File: config.mk
export PLATFORM = sky130hd
export DESIGN_NAME = pmic_fault_interrupt_masking
export DESIGN_NICKNAME = d
export VERILOG_FILES = /design/src/pmic_irq_pkg.sv /design/src/event_bank_if.sv /design/src/event_latch_bank.sv /design/src/pmic_fault_interrupt_masking.sv
export SDC_FILE = /design/constraint.sdc
export NUM_CORES = 1
export LEC_CHECK = 0
export BUFFER_PORTS_ARGS = -buffer_cell sky130_fd_sc_hd__buf_2
export CORE_AREA = 2 2 103 105
export DETAILED_ROUTE_END_ITERATION = 7
export DIE_AREA = 0 0 105 107
export PLACE_DENSITY = 0.78
export RECOVER_POWER = 25
export SYNTH_ARGS = -nofsm -noshare
export SYNTH_HDL_FRONTEND = slang
export SYNTH_SLANG_ARGS = --single-unit
File: constraint.sdc
create_clock -name clk_in -period 2.1 [get_ports clk_in]
set_input_delay 0 -clock clk_in [delete_from_list [all_inputs] [get_ports clk_in]]
set_output_delay 0 -clock clk_in [all_outputs]
set_load 0.1 [all_outputs]
File: src/pmic_irq_pkg.sv
// constants shared by the fault interrupt status and mask logic
package pmic_irq_pkg;

  // ------------------------------------------------------------
  // bus geometry
  // ------------------------------------------------------------
  localparam int WB_ADR_W = 18;
  localparam int WB_DAT_W = 32;
  localparam int WB_SEL_W = 4;
  localparam int REG_W = 16;
  localparam int IDX_W = 16;

  // ------------------------------------------------------------
  // register indices, byte address is four times the index
  // ------------------------------------------------------------
  localparam logic [IDX_W-1:0] IDX_CHG_STATUS = 16'h4012;
  localparam logic [IDX_W-1:0] IDX_REG_STATUS = 16'h4013;
  localparam logic [IDX_W-1:0] IDX_CONV_STATUS = 16'h4014;
  localparam logic [IDX_W-1:0] IDX_CHG_MASK = 16'h401a;
  localparam logic [IDX_W-1:0] IDX_REG_MASK = 16'h401b;
  localparam logic [IDX_W-1:0] IDX_CONV_MASK = 16'h401c;
  localparam logic [IDX_W-1:0] IDX_PRIMARY = 16'h4020;

  // ------------------------------------------------------------
  // field positions inside the 16-bit registers
  // ------------------------------------------------------------
  localparam int CHG_LSB = 8;
  localparam int CHG_W = 8;
  localparam int REG_UV_LSB = 0;
  localparam int REG_UV_W = 10;
  localparam int CONV_UV_LSB = 0;
  localparam int CONV_UV_W = 4;
  localparam int CONV_HC_LSB = 8;
  localparam int CONV_HC_W = 2;

  // primary summary register bits
  localparam int PRI_CHG_BIT = 0;
  localparam int PRI_HC_BIT = 1;
  localparam int PRI_UV_BIT = 2;

  // ------------------------------------------------------------
  // mask reset values: every implemented mask bit starts at one
  // ------------------------------------------------------------
  localparam logic [REG_W-1:0] CHG_MASK_RST = 16'hff00;
  localparam logic [REG_W-1:0] REG_MASK_RST = 16'h03ff;
  localparam logic [REG_W-1:0] CONV_MASK_RST = 16'h030f;
  localparam logic [REG_W-1:0] STATUS_RST = 16'h0000;

  // ------------------------------------------------------------
  // packing of all events into one flat vector
  // ------------------------------------------------------------
  localparam int EV_CHG_LSB = 0;
  localparam int EV_REG_LSB = 8;
  localparam int EV_UV_LSB = 18;
  localparam int EV_HC_LSB = 22;
  localparam int EV_W = 24;

endpackage : pmic_irq_pkg

File: src/event_bank_if.sv
// carrier between the register logic and the sticky event bank
`timescale 1ns/1ps
`default_nettype none

interface event_bank_if #(
  parameter int W = 24
);
  logic [W-1:0] level;
  logic [W-1:0] clear;
  logic [W-1:0] flags;

  // bank side: takes synchronised levels and clears, shows flags
  modport bank (input level, input clear, output flags);
  // control side: drives levels and clears, reads flags
  modport ctrl (output level, output clear, input flags);
endinterface : event_bank_if

`default_nettype wire

File: src/event_latch_bank.sv
// sticky rising-edge flags with write-one-to-clear
`timescale 1ns/1ps
`default_nettype none

module event_latch_bank #(
  parameter int W = 24
) (
  input wire logic clk_in,
  input wire logic rst_b_in,
  event_bank_if.bank bank
);

  logic [W-1:0] prev_reg;
  logic [W-1:0] prev_next;
  logic [W-1:0] flags_reg;
  logic [W-1:0] flags_next;
  logic [W-1:0] rise;

  // ------------------------------------------------------------
  // edge detect and sticky flags
  // ------------------------------------------------------------
  // set wins over clear in the same cycle
  always_comb begin
    rise = bank.level & ~prev_reg;
    prev_next = bank.level;
    flags_next = (flags_reg & ~bank.clear) | rise; // RULE_14
  end

  // register the bank
  always_ff @(posedge clk_in) begin
    if (!rst_b_in) begin
      prev_reg <= '0;
      flags_reg <= '0;
    end else begin
      prev_reg <= prev_next;
      flags_reg <= flags_next;
    end
  end

  assign bank.flags = flags_reg; // RULE_02

endmodule // event_latch_bank

`default_nettype wire

File: src/pmic_fault_interrupt_masking.sv
// fault interrupt status, mask and primary interrupt logic with wishbone slave
`timescale 1ns/1ps
`default_nettype none

// How it works
// RULE_01 - set mask bit blocks its primary interrupt
// RULE_02 - status latches regardless of mask value
// RULE_03 - all mask bits reset to one
// RULE_04 - writing one clears status, zero keeps
// RULE_05 - high-current interrupt from two converter sources
// RULE_06 - converter high-current flags at bits 9,8
// RULE_07 - high-current masks at bits 9,8
// RULE_08 - undervoltage interrupt from fourteen sources
// RULE_09 - regulator undervoltage flags and masks bits 9:0
// RULE_10 - converter undervoltage flags and masks bits 3:0
// RULE_11 - charger masks bits 15:8, hot first
// RULE_12 - charger flags bits 15:8, rising edge
// RULE_13 - primary high while any unmasked flag set
// RULE_14 - event beats clear in same cycle
module pmic_fault_interrupt_masking
  import pmic_irq_pkg::*;
(
  input wire logic clk_in,
  input wire logic rst_b_in,
  input wire logic wb_cyc_in,
  input wire logic wb_stb_in,
  input wire logic wb_we_in,
  input wire logic [WB_ADR_W-1:0] wb_adr_in,
  input wire logic [WB_SEL_W-1:0] wb_sel_in,
  input wire logic [WB_DAT_W-1:0] wb_dat_in,
  output logic [WB_DAT_W-1:0] wb_dat_out,
  output logic wb_ack_out,
  input wire logic [CHG_W-1:0] charger_event_in,
  input wire logic [REG_UV_W-1:0] regulator_uv_in,
  input wire logic [CONV_UV_W-1:0] converter_uv_in,
  input wire logic [CONV_HC_W-1:0] converter_hc_in,
  output logic charger_primary_irq_out,
  output logic high_current_primary_irq_out,
  output logic undervoltage_primary_irq_out,
  output logic irq_out
);

  // ------------------------------------------------------------
  // helper functions
  // ------------------------------------------------------------

  // expand the two low byte enables to a 16-bit lane mask
  function automatic logic [REG_W-1:0] lane_mask(input logic [WB_SEL_W-1:0] sel);
    lane_mask = {{8{sel[1]}}, {8{sel[0]}}};
  endfunction

  // merge write data into a mask register, implemented bits only
  function automatic logic [REG_W-1:0] mask_merge(
    input logic [REG_W-1:0] old_val,
    input logic [REG_W-1:0] wdata,
    input logic [REG_W-1:0] lanes,
    input logic [REG_W-1:0] valid
  );
    logic [REG_W-1:0] en;
    en = lanes & valid;
    mask_merge = (old_val & ~en) | (wdata & en);
  endfunction

  // true when the word address hits a register index
  function automatic logic hit(input logic [WB_ADR_W-1:0] adr, input logic [IDX_W-1:0] idx);
    hit = (adr[WB_ADR_W-1:2] == idx) && (adr[1:0] == 2'h0);
  endfunction

  // ------------------------------------------------------------
  // input synchronisers
  // ------------------------------------------------------------
  logic [EV_W-1:0] raw_events;
  logic [EV_W-1:0] sync1_reg;
  logic [EV_W-1:0] sync1_next;
  logic [EV_W-1:0] sync2_reg;
  logic [EV_W-1:0] sync2_next;

  // pack detector levels, charger bit 7 is battery hot
  assign raw_events = {converter_hc_in, converter_uv_in, regulator_uv_in, charger_event_in};

  // two stages, only the second is read by logic
  always_comb begin
    sync1_next = raw_events;
    sync2_next = sync1_reg;
  end

  // register the synchronisers
  always_ff @(posedge clk_in) begin
    if (!rst_b_in) begin
      sync1_reg <= '0;
      sync2_reg <= '0;
    end else begin
      sync1_reg <= sync1_next;
      sync2_reg <= sync2_next;
    end
  end

  // ------------------------------------------------------------
  // sticky event bank
  // ------------------------------------------------------------
  event_bank_if #(.W(EV_W)) ev_if ();

  logic [EV_W-1:0] clear_vec;

  assign ev_if.level = sync2_reg;
  assign ev_if.clear = clear_vec;

  event_latch_bank #(
    .W(EV_W)
  ) u_bank (
    .clk_in(clk_in),
    .rst_b_in(rst_b_in),
    .bank(ev_if.bank)
  );

  // unpack flags, rising edges latched inside the bank
  logic [CHG_W-1:0] charger_flags;
  logic [REG_UV_W-1:0] regulator_undervolt_flags;
  logic [CONV_UV_W-1:0] converter_undervolt_flags;
  logic conv1_overcurrent_flag;
  logic conv2_overcurrent_flag;

  assign charger_flags = ev_if.flags[EV_CHG_LSB +: CHG_W]; // RULE_12
  assign regulator_undervolt_flags = ev_if.flags[EV_REG_LSB +: REG_UV_W]; // RULE_09
  assign converter_undervolt_flags = ev_if.flags[EV_UV_LSB +: CONV_UV_W]; // RULE_10
  assign conv1_overcurrent_flag = ev_if.flags[EV_HC_LSB]; // RULE_06
  assign conv2_overcurrent_flag = ev_if.flags[EV_HC_LSB+1]; // RULE_06

  // status register images, reserved bits zero
  logic [REG_W-1:0] chg_status_img;
  logic [REG_W-1:0] reg_status_img;
  logic [REG_W-1:0] conv_status_img;

  // build readable status words regardless of mask
  always_comb begin
    chg_status_img = STATUS_RST;
    chg_status_img[CHG_LSB +: CHG_W] = charger_flags; // RULE_12
    reg_status_img = STATUS_RST;
    reg_status_img[REG_UV_LSB +: REG_UV_W] = regulator_undervolt_flags; // RULE_09
    conv_status_img = STATUS_RST;
    conv_status_img[CONV_UV_LSB +: CONV_UV_W] = converter_undervolt_flags; // RULE_10
    conv_status_img[CONV_HC_LSB] = conv1_overcurrent_flag; // RULE_06
    conv_status_img[CONV_HC_LSB+1] = conv2_overcurrent_flag; // RULE_06
  end

  // ------------------------------------------------------------
  // wishbone slave: decode and handshake
  // ------------------------------------------------------------
  logic req;
  logic commit_wr;
  logic ack_reg;
  logic ack_next;
  logic [WB_DAT_W-1:0] rdata_reg;
  logic [WB_DAT_W-1:0] rdata_next;
  logic [REG_W-1:0] wdata;
  logic [REG_W-1:0] lanes;

  // write takes effect on the edge where ack is seen high
  assign req = wb_cyc_in & wb_stb_in;
  assign commit_wr = req & wb_we_in & ack_reg;
  assign wdata = wb_dat_in[REG_W-1:0];
  assign lanes = lane_mask(wb_sel_in);

  // ------------------------------------------------------------
  // mask registers
  // ------------------------------------------------------------
  logic [REG_W-1:0] chg_mask_reg;
  logic [REG_W-1:0] chg_mask_next;
  logic [REG_W-1:0] reg_mask_reg;
  logic [REG_W-1:0] reg_mask_next;
  logic [REG_W-1:0] conv_mask_reg;
  logic [REG_W-1:0] conv_mask_next;

  // mask writes, only implemented bits stored
  always_comb begin
    chg_mask_next = chg_mask_reg;
    reg_mask_next = reg_mask_reg;
    conv_mask_next = conv_mask_reg;
    if (commit_wr && hit(wb_adr_in, IDX_CHG_MASK)) begin
      chg_mask_next = mask_merge(chg_mask_reg, wdata, lanes, CHG_MASK_RST); // RULE_11
    end
    if (commit_wr && hit(wb_adr_in, IDX_REG_MASK)) begin
      reg_mask_next = mask_merge(reg_mask_reg, wdata, lanes, REG_MASK_RST); // RULE_09
    end
    if (commit_wr && hit(wb_adr_in, IDX_CONV_MASK)) begin
      conv_mask_next = mask_merge(conv_mask_reg, wdata, lanes, CONV_MASK_RST); // RULE_07
    end
  end

  // register masks, all masked out of reset
  always_ff @(posedge clk_in) begin
    if (!rst_b_in) begin
      chg_mask_reg <= CHG_MASK_RST; // RULE_03
      reg_mask_reg <= REG_MASK_RST; // RULE_03
      conv_mask_reg <= CONV_MASK_RST; // RULE_03
    end else begin
      chg_mask_reg <= chg_mask_next;
      reg_mask_reg <= reg_mask_next;
      conv_mask_reg <= conv_mask_next;
    end
  end

  // named mask fields
  logic [REG_UV_W-1:0] regulator_undervolt_masks;
  logic [CONV_UV_W-1:0] converter_undervolt_masks;
  logic conv1_overcurrent_mask;
  logic conv2_overcurrent_mask;
  logic battery_hot_mask;
  logic battery_cold_mask;
  logic battery_fail_mask;
  logic battery_overvolt_mask;
  logic charge_done_mask;
  logic charge_timeout_mask;
  logic charge_mode_change_mask;
  logic charge_begin_mask;

  assign regulator_undervolt_masks = reg_mask_reg[REG_UV_LSB +: REG_UV_W]; // RULE_09
  assign converter_undervolt_masks = conv_mask_reg[CONV_UV_LSB +: CONV_UV_W]; // RULE_10
  assign conv1_overcurrent_mask = conv_mask_reg[CONV_HC_LSB]; // RULE_07
  assign conv2_overcurrent_mask = conv_mask_reg[CONV_HC_LSB+1]; // RULE_07
  // charger masks, hot at the top down to start
  assign battery_hot_mask = chg_mask_reg[CHG_LSB+7]; // RULE_11
  assign battery_cold_mask = chg_mask_reg[CHG_LSB+6];
  assign battery_fail_mask = chg_mask_reg[CHG_LSB+5];
  assign battery_overvolt_mask = chg_mask_reg[CHG_LSB+4];
  assign charge_done_mask = chg_mask_reg[CHG_LSB+3];
  assign charge_timeout_mask = chg_mask_reg[CHG_LSB+2];
  assign charge_mode_change_mask = chg_mask_reg[CHG_LSB+1];
  assign charge_begin_mask = chg_mask_reg[CHG_LSB];

  // ------------------------------------------------------------
  // write-one-to-clear pulses into the bank
  // ------------------------------------------------------------
  logic [REG_W-1:0] w1c;

  // ones written on enabled lanes clear, zeros leave bits alone
  always_comb begin
    w1c = wdata & lanes; // RULE_04
    clear_vec = '0;
    if (commit_wr && hit(wb_adr_in, IDX_CHG_STATUS)) begin
      clear_vec[EV_CHG_LSB +: CHG_W] = w1c[CHG_LSB +: CHG_W]; // RULE_04
    end
    if (commit_wr && hit(wb_adr_in, IDX_REG_STATUS)) begin
      clear_vec[EV_REG_LSB +: REG_UV_W] = w1c[REG_UV_LSB +: REG_UV_W]; // RULE_04
    end
    if (commit_wr && hit(wb_adr_in, IDX_CONV_STATUS)) begin
      clear_vec[EV_UV_LSB +: CONV_UV_W] = w1c[CONV_UV_LSB +: CONV_UV_W]; // RULE_04
      clear_vec[EV_HC_LSB +: CONV_HC_W] = w1c[CONV_HC_LSB +: CONV_HC_W]; // RULE_04
    end
  end

  // ------------------------------------------------------------
  // primary interrupts
  // ------------------------------------------------------------
  logic chg_pri_next;
  logic hc_pri_next;
  logic uv_pri_next;
  logic chg_pri_reg;
  logic hc_pri_reg;
  logic uv_pri_reg;

  // a flag reaches its primary only while its mask is zero
  always_comb begin
    chg_pri_next = |(charger_flags & ~chg_mask_reg[CHG_LSB +: CHG_W]); // RULE_01
    hc_pri_next = (conv1_overcurrent_flag & ~conv1_overcurrent_mask) // RULE_05
                | (conv2_overcurrent_flag & ~conv2_overcurrent_mask); // RULE_01
    uv_pri_next = |(regulator_undervolt_flags & ~regulator_undervolt_masks) // RULE_08
                | |(converter_undervolt_flags & ~converter_undervolt_masks); // RULE_01
  end

  // register primaries, level follows flags and masks
  always_ff @(posedge clk_in) begin
    if (!rst_b_in) begin
      chg_pri_reg <= 1'b0;
      hc_pri_reg <= 1'b0;
      uv_pri_reg <= 1'b0;
    end else begin
      chg_pri_reg <= chg_pri_next; // RULE_13
      hc_pri_reg <= hc_pri_next; // RULE_13
      uv_pri_reg <= uv_pri_next; // RULE_13
    end
  end

  assign charger_primary_irq_out = chg_pri_reg;
  assign high_current_primary_irq_out = hc_pri_reg;
  assign undervoltage_primary_irq_out = uv_pri_reg;
  // combined line high while any primary is up
  assign irq_out = chg_pri_reg | hc_pri_reg | uv_pri_reg;

  // ------------------------------------------------------------
  // read mux and ack
  // ------------------------------------------------------------
  logic [REG_W-1:0] rd_word;

  // select the register image, unmapped reads zero
  always_comb begin
    rd_word = '0;
    if (hit(wb_adr_in, IDX_CHG_STATUS)) begin
      rd_word = chg_status_img;
    end else if (hit(wb_adr_in, IDX_REG_STATUS)) begin
      rd_word = reg_status_img;
    end else if (hit(wb_adr_in, IDX_CONV_STATUS)) begin
      rd_word = conv_status_img;
    end else if (hit(wb_adr_in, IDX_CHG_MASK)) begin
      rd_word = chg_mask_reg;
    end else if (hit(wb_adr_in, IDX_REG_MASK)) begin
      rd_word = reg_mask_reg;
    end else if (hit(wb_adr_in, IDX_CONV_MASK)) begin
      rd_word = conv_mask_reg;
    end else if (hit(wb_adr_in, IDX_PRIMARY)) begin
      rd_word[PRI_CHG_BIT] = chg_pri_reg;
      rd_word[PRI_HC_BIT] = hc_pri_reg;
      rd_word[PRI_UV_BIT] = uv_pri_reg;
    end
  end

  // one-cycle ack after the request, dropped the cycle after
  always_comb begin
    ack_next = req & ~ack_reg;
    rdata_next = rdata_reg;
    if (req && !ack_reg) begin
      rdata_next = {{(WB_DAT_W-REG_W){1'b0}}, rd_word};
    end
  end

  // register the bus answer
  always_ff @(posedge clk_in) begin
    if (!rst_b_in) begin
      ack_reg <= 1'b0;
      rdata_reg <= '0;
    end else begin
      ack_reg <= ack_next;
      rdata_reg <= rdata_next;
    end
  end
  assign wb_ack_out = ack_reg;
  assign wb_dat_out = rdata_reg;
endmodule // pmic_fault_interrupt_masking

`default_nettype wire

==> flow_summary.yaml <==
finish:
  num_antenna_cells: 0
  regArea_um2: 2800
  finalNonFillerCells: 840
  drive_gt1_frac: 0.212
  syn2layout_area_growth_pct: 29.7
  nNetsFinal: 776
  multi_input_area_um2: 2290
  fillCellCount: 783
floorplanning:
  die_w_um: 105
  rows: 37
  design.portCount: 120
  start_util: 0.532
  die-area_um2: 11200
  die_h_um: 107
  core-area_um2: 10100
sta:
  setup_violations: 0
  worstMarginPinSlew_ns: 0.661
  rsz0062_at_grt: "no"
  hold_viol: 0
  fin_skew_ns: 0.00619
  setup_tns_ns: 0
  max_slew_margin: 0.559
  fmax_ghz: 0.552
  period_minus_slack_ns: 1.81
  slew_violations: 0
  fin_crit_sh: 0.862
synthesis:
  yosys_warnings: 0
  ys_seq_area_frac: 0.522
  synth_edf_count: 0
  synth.avg_cell_area_um2: 9.70
  ys.flop_type: "dfxtp_1"
  ys_types: 56
  synthCells: 553
  ys_ff_latch: 140
  syn_area_um2: 5370
  async_flop_share: 0
power_and_ir_drop:
  p_per_area_nw_per_um2: 913
  p_leak_nw: 2.97
  ir_worst_vdd_v: 0.000913
routing:
  vias: 4309
  drcViolationCount: 0
  wirelength_mm: 11.8
  routed_via_density: 5.13
  routedWlPerCell_um: 14.0
  ant_nets: 0
  drt_iter0_drc: 274
  drt_first_pass_iters: 5
hold_path:
  hold_class: "in2reg"
  hold_depth: 6
  hold_start: "wb_adr_in[12]"
global_routing:
  grt_max_degree: 43
  antenna_found_initial: 0
  grt_overflow: 0
  first_global_vias: 4092
  grt_use_total: 0.223
  grt_pass1_wl_mm: 19.9
clock_network:
  tritoncts: "done"
  cts_setup_buffers: 0
  clkTransAtPathRegs_ns: 0.06
  cts.repair.resized: 0
  clock_path_buffers: 2
  cts_root_buf: "clkbuf_8"
  h-tree-depth: 4
  clock_latency_ns: 0.51
  cts_sinks: 140
  cts_inserted_buffers: 17
setup_path:
  rr_worst_depth: 6
  max_stage_delay_ns: 0.56
  crit_path_end_kind: "flip-flop"
  critPathKind: "in2reg"
  cp_slowest_cell: "nor3_1"
  crit_family: "simple AND/OR/NAND/NOR gates"
  path_buf_inv: 2
  crit_required_ns: 2.47
  crit_path_start_kind: "input port"
  cp.arrival_ns: 2.18
  cp_max_fo: 13
  r2r_start: "wb_ack_out"
  r2r_slack_ns: 0.44
  worstPathCellList: "dlygate4sd3_1, buf_2, nor2b_1, nand4_2, nor3_1, mux2i_1, nand2_1"
run:
  maxCapViolations: 0
run_status:
  status: "finished, final reports clean"
placed_design:
  gp_congestion: 0.910
  hpwl_mm: 7.92
  dp.cells: 767
  numPortBuffers: 85
layout make-up:
type	count	area share
Sequential cell	140	0.403
Multi-Input combinational cell	358	0.330
Timing Repair Buffer	144	0.140
Clock buffer	21	0.0660
Tap cell	136	0.0245
Clock inverter	9	0.0196
Inverter	32	0.0173
how the worst max path moves through the flow:
stage / start / depth (start not counted) / to / slack [ns]
after floorplan: wb_ack_out / 6 / flip-flop / 0.12
after global placement: wb_adr_in[11] / 6 / flip-flop / 0.30
after detailed placement: wb_adr_in[15] / 6 / u_bank.bank.flags[8] / 0.26
after CTS: wb_adr_in[6] / 7 / flip-flop / 0.34
after global routing: wb_adr_in[6] / 7 / flip-flop / 0.12
final: wb_adr_in[6] / 7 / flip-flop / 0.29
metal layers:
layer | wire (um) | vias to the layer above | part of all wire | track usage
li1 | - | 2156 | - | -
met5 | 0 | - | 0 | 0
met1 | 5200 | 1934 | 0.44 | 0.289
met2 | 5350 | 189 | 0.46 | 0.354
met3 | 910 | 30 | 0.077 | 0.0608
met4 | 287 | 0 | 0.024 | 0.0886
stage by stage:
step / power [mW] / util / setup slack [ns] / hold slack, ns / cell area [um^2]
after floorplan: 3.26 / - / 0.116 / 0.125 / 5420
after global placement: 3.38 / 0.589 / 0.296 / 0.206 / 5950
after detailed placement: 3.39 / 0.589 / 0.258 / 0.208 / 5950
after CTS: 6.40 / 0.691 / 0.345 / 0.0138 / 6970
after global routing: 6.58 / 0.689 / 0.117 / 0.0599 / 6960
final: 6.35 / 0.689 / 0.289 / 0.0364 / 6960
cells in the final DEF (no fill, tap or decap), types with 3 or more instances in the layout:
master / synthesis / final
o21a_1: 14 / 14
a21boi_0: 5 / 5
mux2i_1: 15 / 15
nor2b_1: 15 / 15
nor3_2: 3 / 3
and2_0: 1 / 6
buf_2: 2 / 85
a21oi_1: 19 / 19
a31oi_1: 3 / 3
or3_1: 3 / 3
clkbuf_16: 0 / 16
bufinv_16: 0 / 3
conb_1: 1 / 16
buf_4: 16 / 15
dlygate4sd3_1: 0 / 43
and2_1: 75 / 70
inv_1: 31 / 31
a22oi_1: 4 / 4
nand2_1: 35 / 35
a221oi_1: 18 / 18
nand4_1: 9 / 9
dfxtp_1: 140 / 139
o211ai_1: 7 / 7
nor3_1: 17 / 17
o22ai_1: 6 / 6
clkbuf_8: 0 / 4
nor2_1: 23 / 23
o21ai_0: 9 / 9
nand2b_1: 11 / 11
nand3_1: 17 / 17
power by group:
| group | leakage (nW) | switching, mW | internal (mW) |
|---|---|---|---|
| clock | 0.287 | 1.06 | 1.90 |
| sequential | 1.15 | 0.0418 | 2.75 |
| combinational | 1.53 | 0.406 | 0.194 |
cell usage after synthesis, drive strengths merged (4+ instances only):
cell type | count | area [um^2]
dfxtp | 140 | 2800
and2 | 76 | 475
nand2 | 35 | 131
inv | 31 | 116
nor2 | 23 | 86.3
nor3 | 21 | 131
a21oi | 19 | 95.1
a221oi | 19 | 173
buf | 19 | 134
clkbuf | 19 | 71.3
nand3 | 17 | 85.1
mux2i | 15 | 150
nor2b | 15 | 93.8
o21a | 14 | 105
nand2b | 11 | 68.8
nand4 | 11 | 81.3
o21ai | 9 | 45.0
o211ai | 7 | 52.6
o22ai | 6 | 37.5
a21boi | 5 | 37.5
a22oi | 4 | 30.0
worst register-to-register path, stage by stage, from the launching register on:
cell and delay [ns]:
dfxtp_2 0.34, and4_1 0.27, nand2_1 0.20, nor3_4 0.21, buf_4 0.23, mux2i_1 0.23, nand2_1 0.07
logic make-up after synthesis:
group / Yosys count / share of synthesized area
AO/OA/AOI/OAI: 101 / 0.138
buffers and inverters: 70 / 0.0606
flip-flops: 140 / 0.522
multiplexers: 15 / 0.0280
other: 1 / 0.000699
AND/OR/NAND/NOR: 226 / 0.251
timing repair:
action | CTS | global route
setup endpoints to repair | 0 | 0
endpoints found under the hold margin | 73 | 0
hold buffers | 43 | 0
Note: power is estimated with default switching activity, not from simulation.
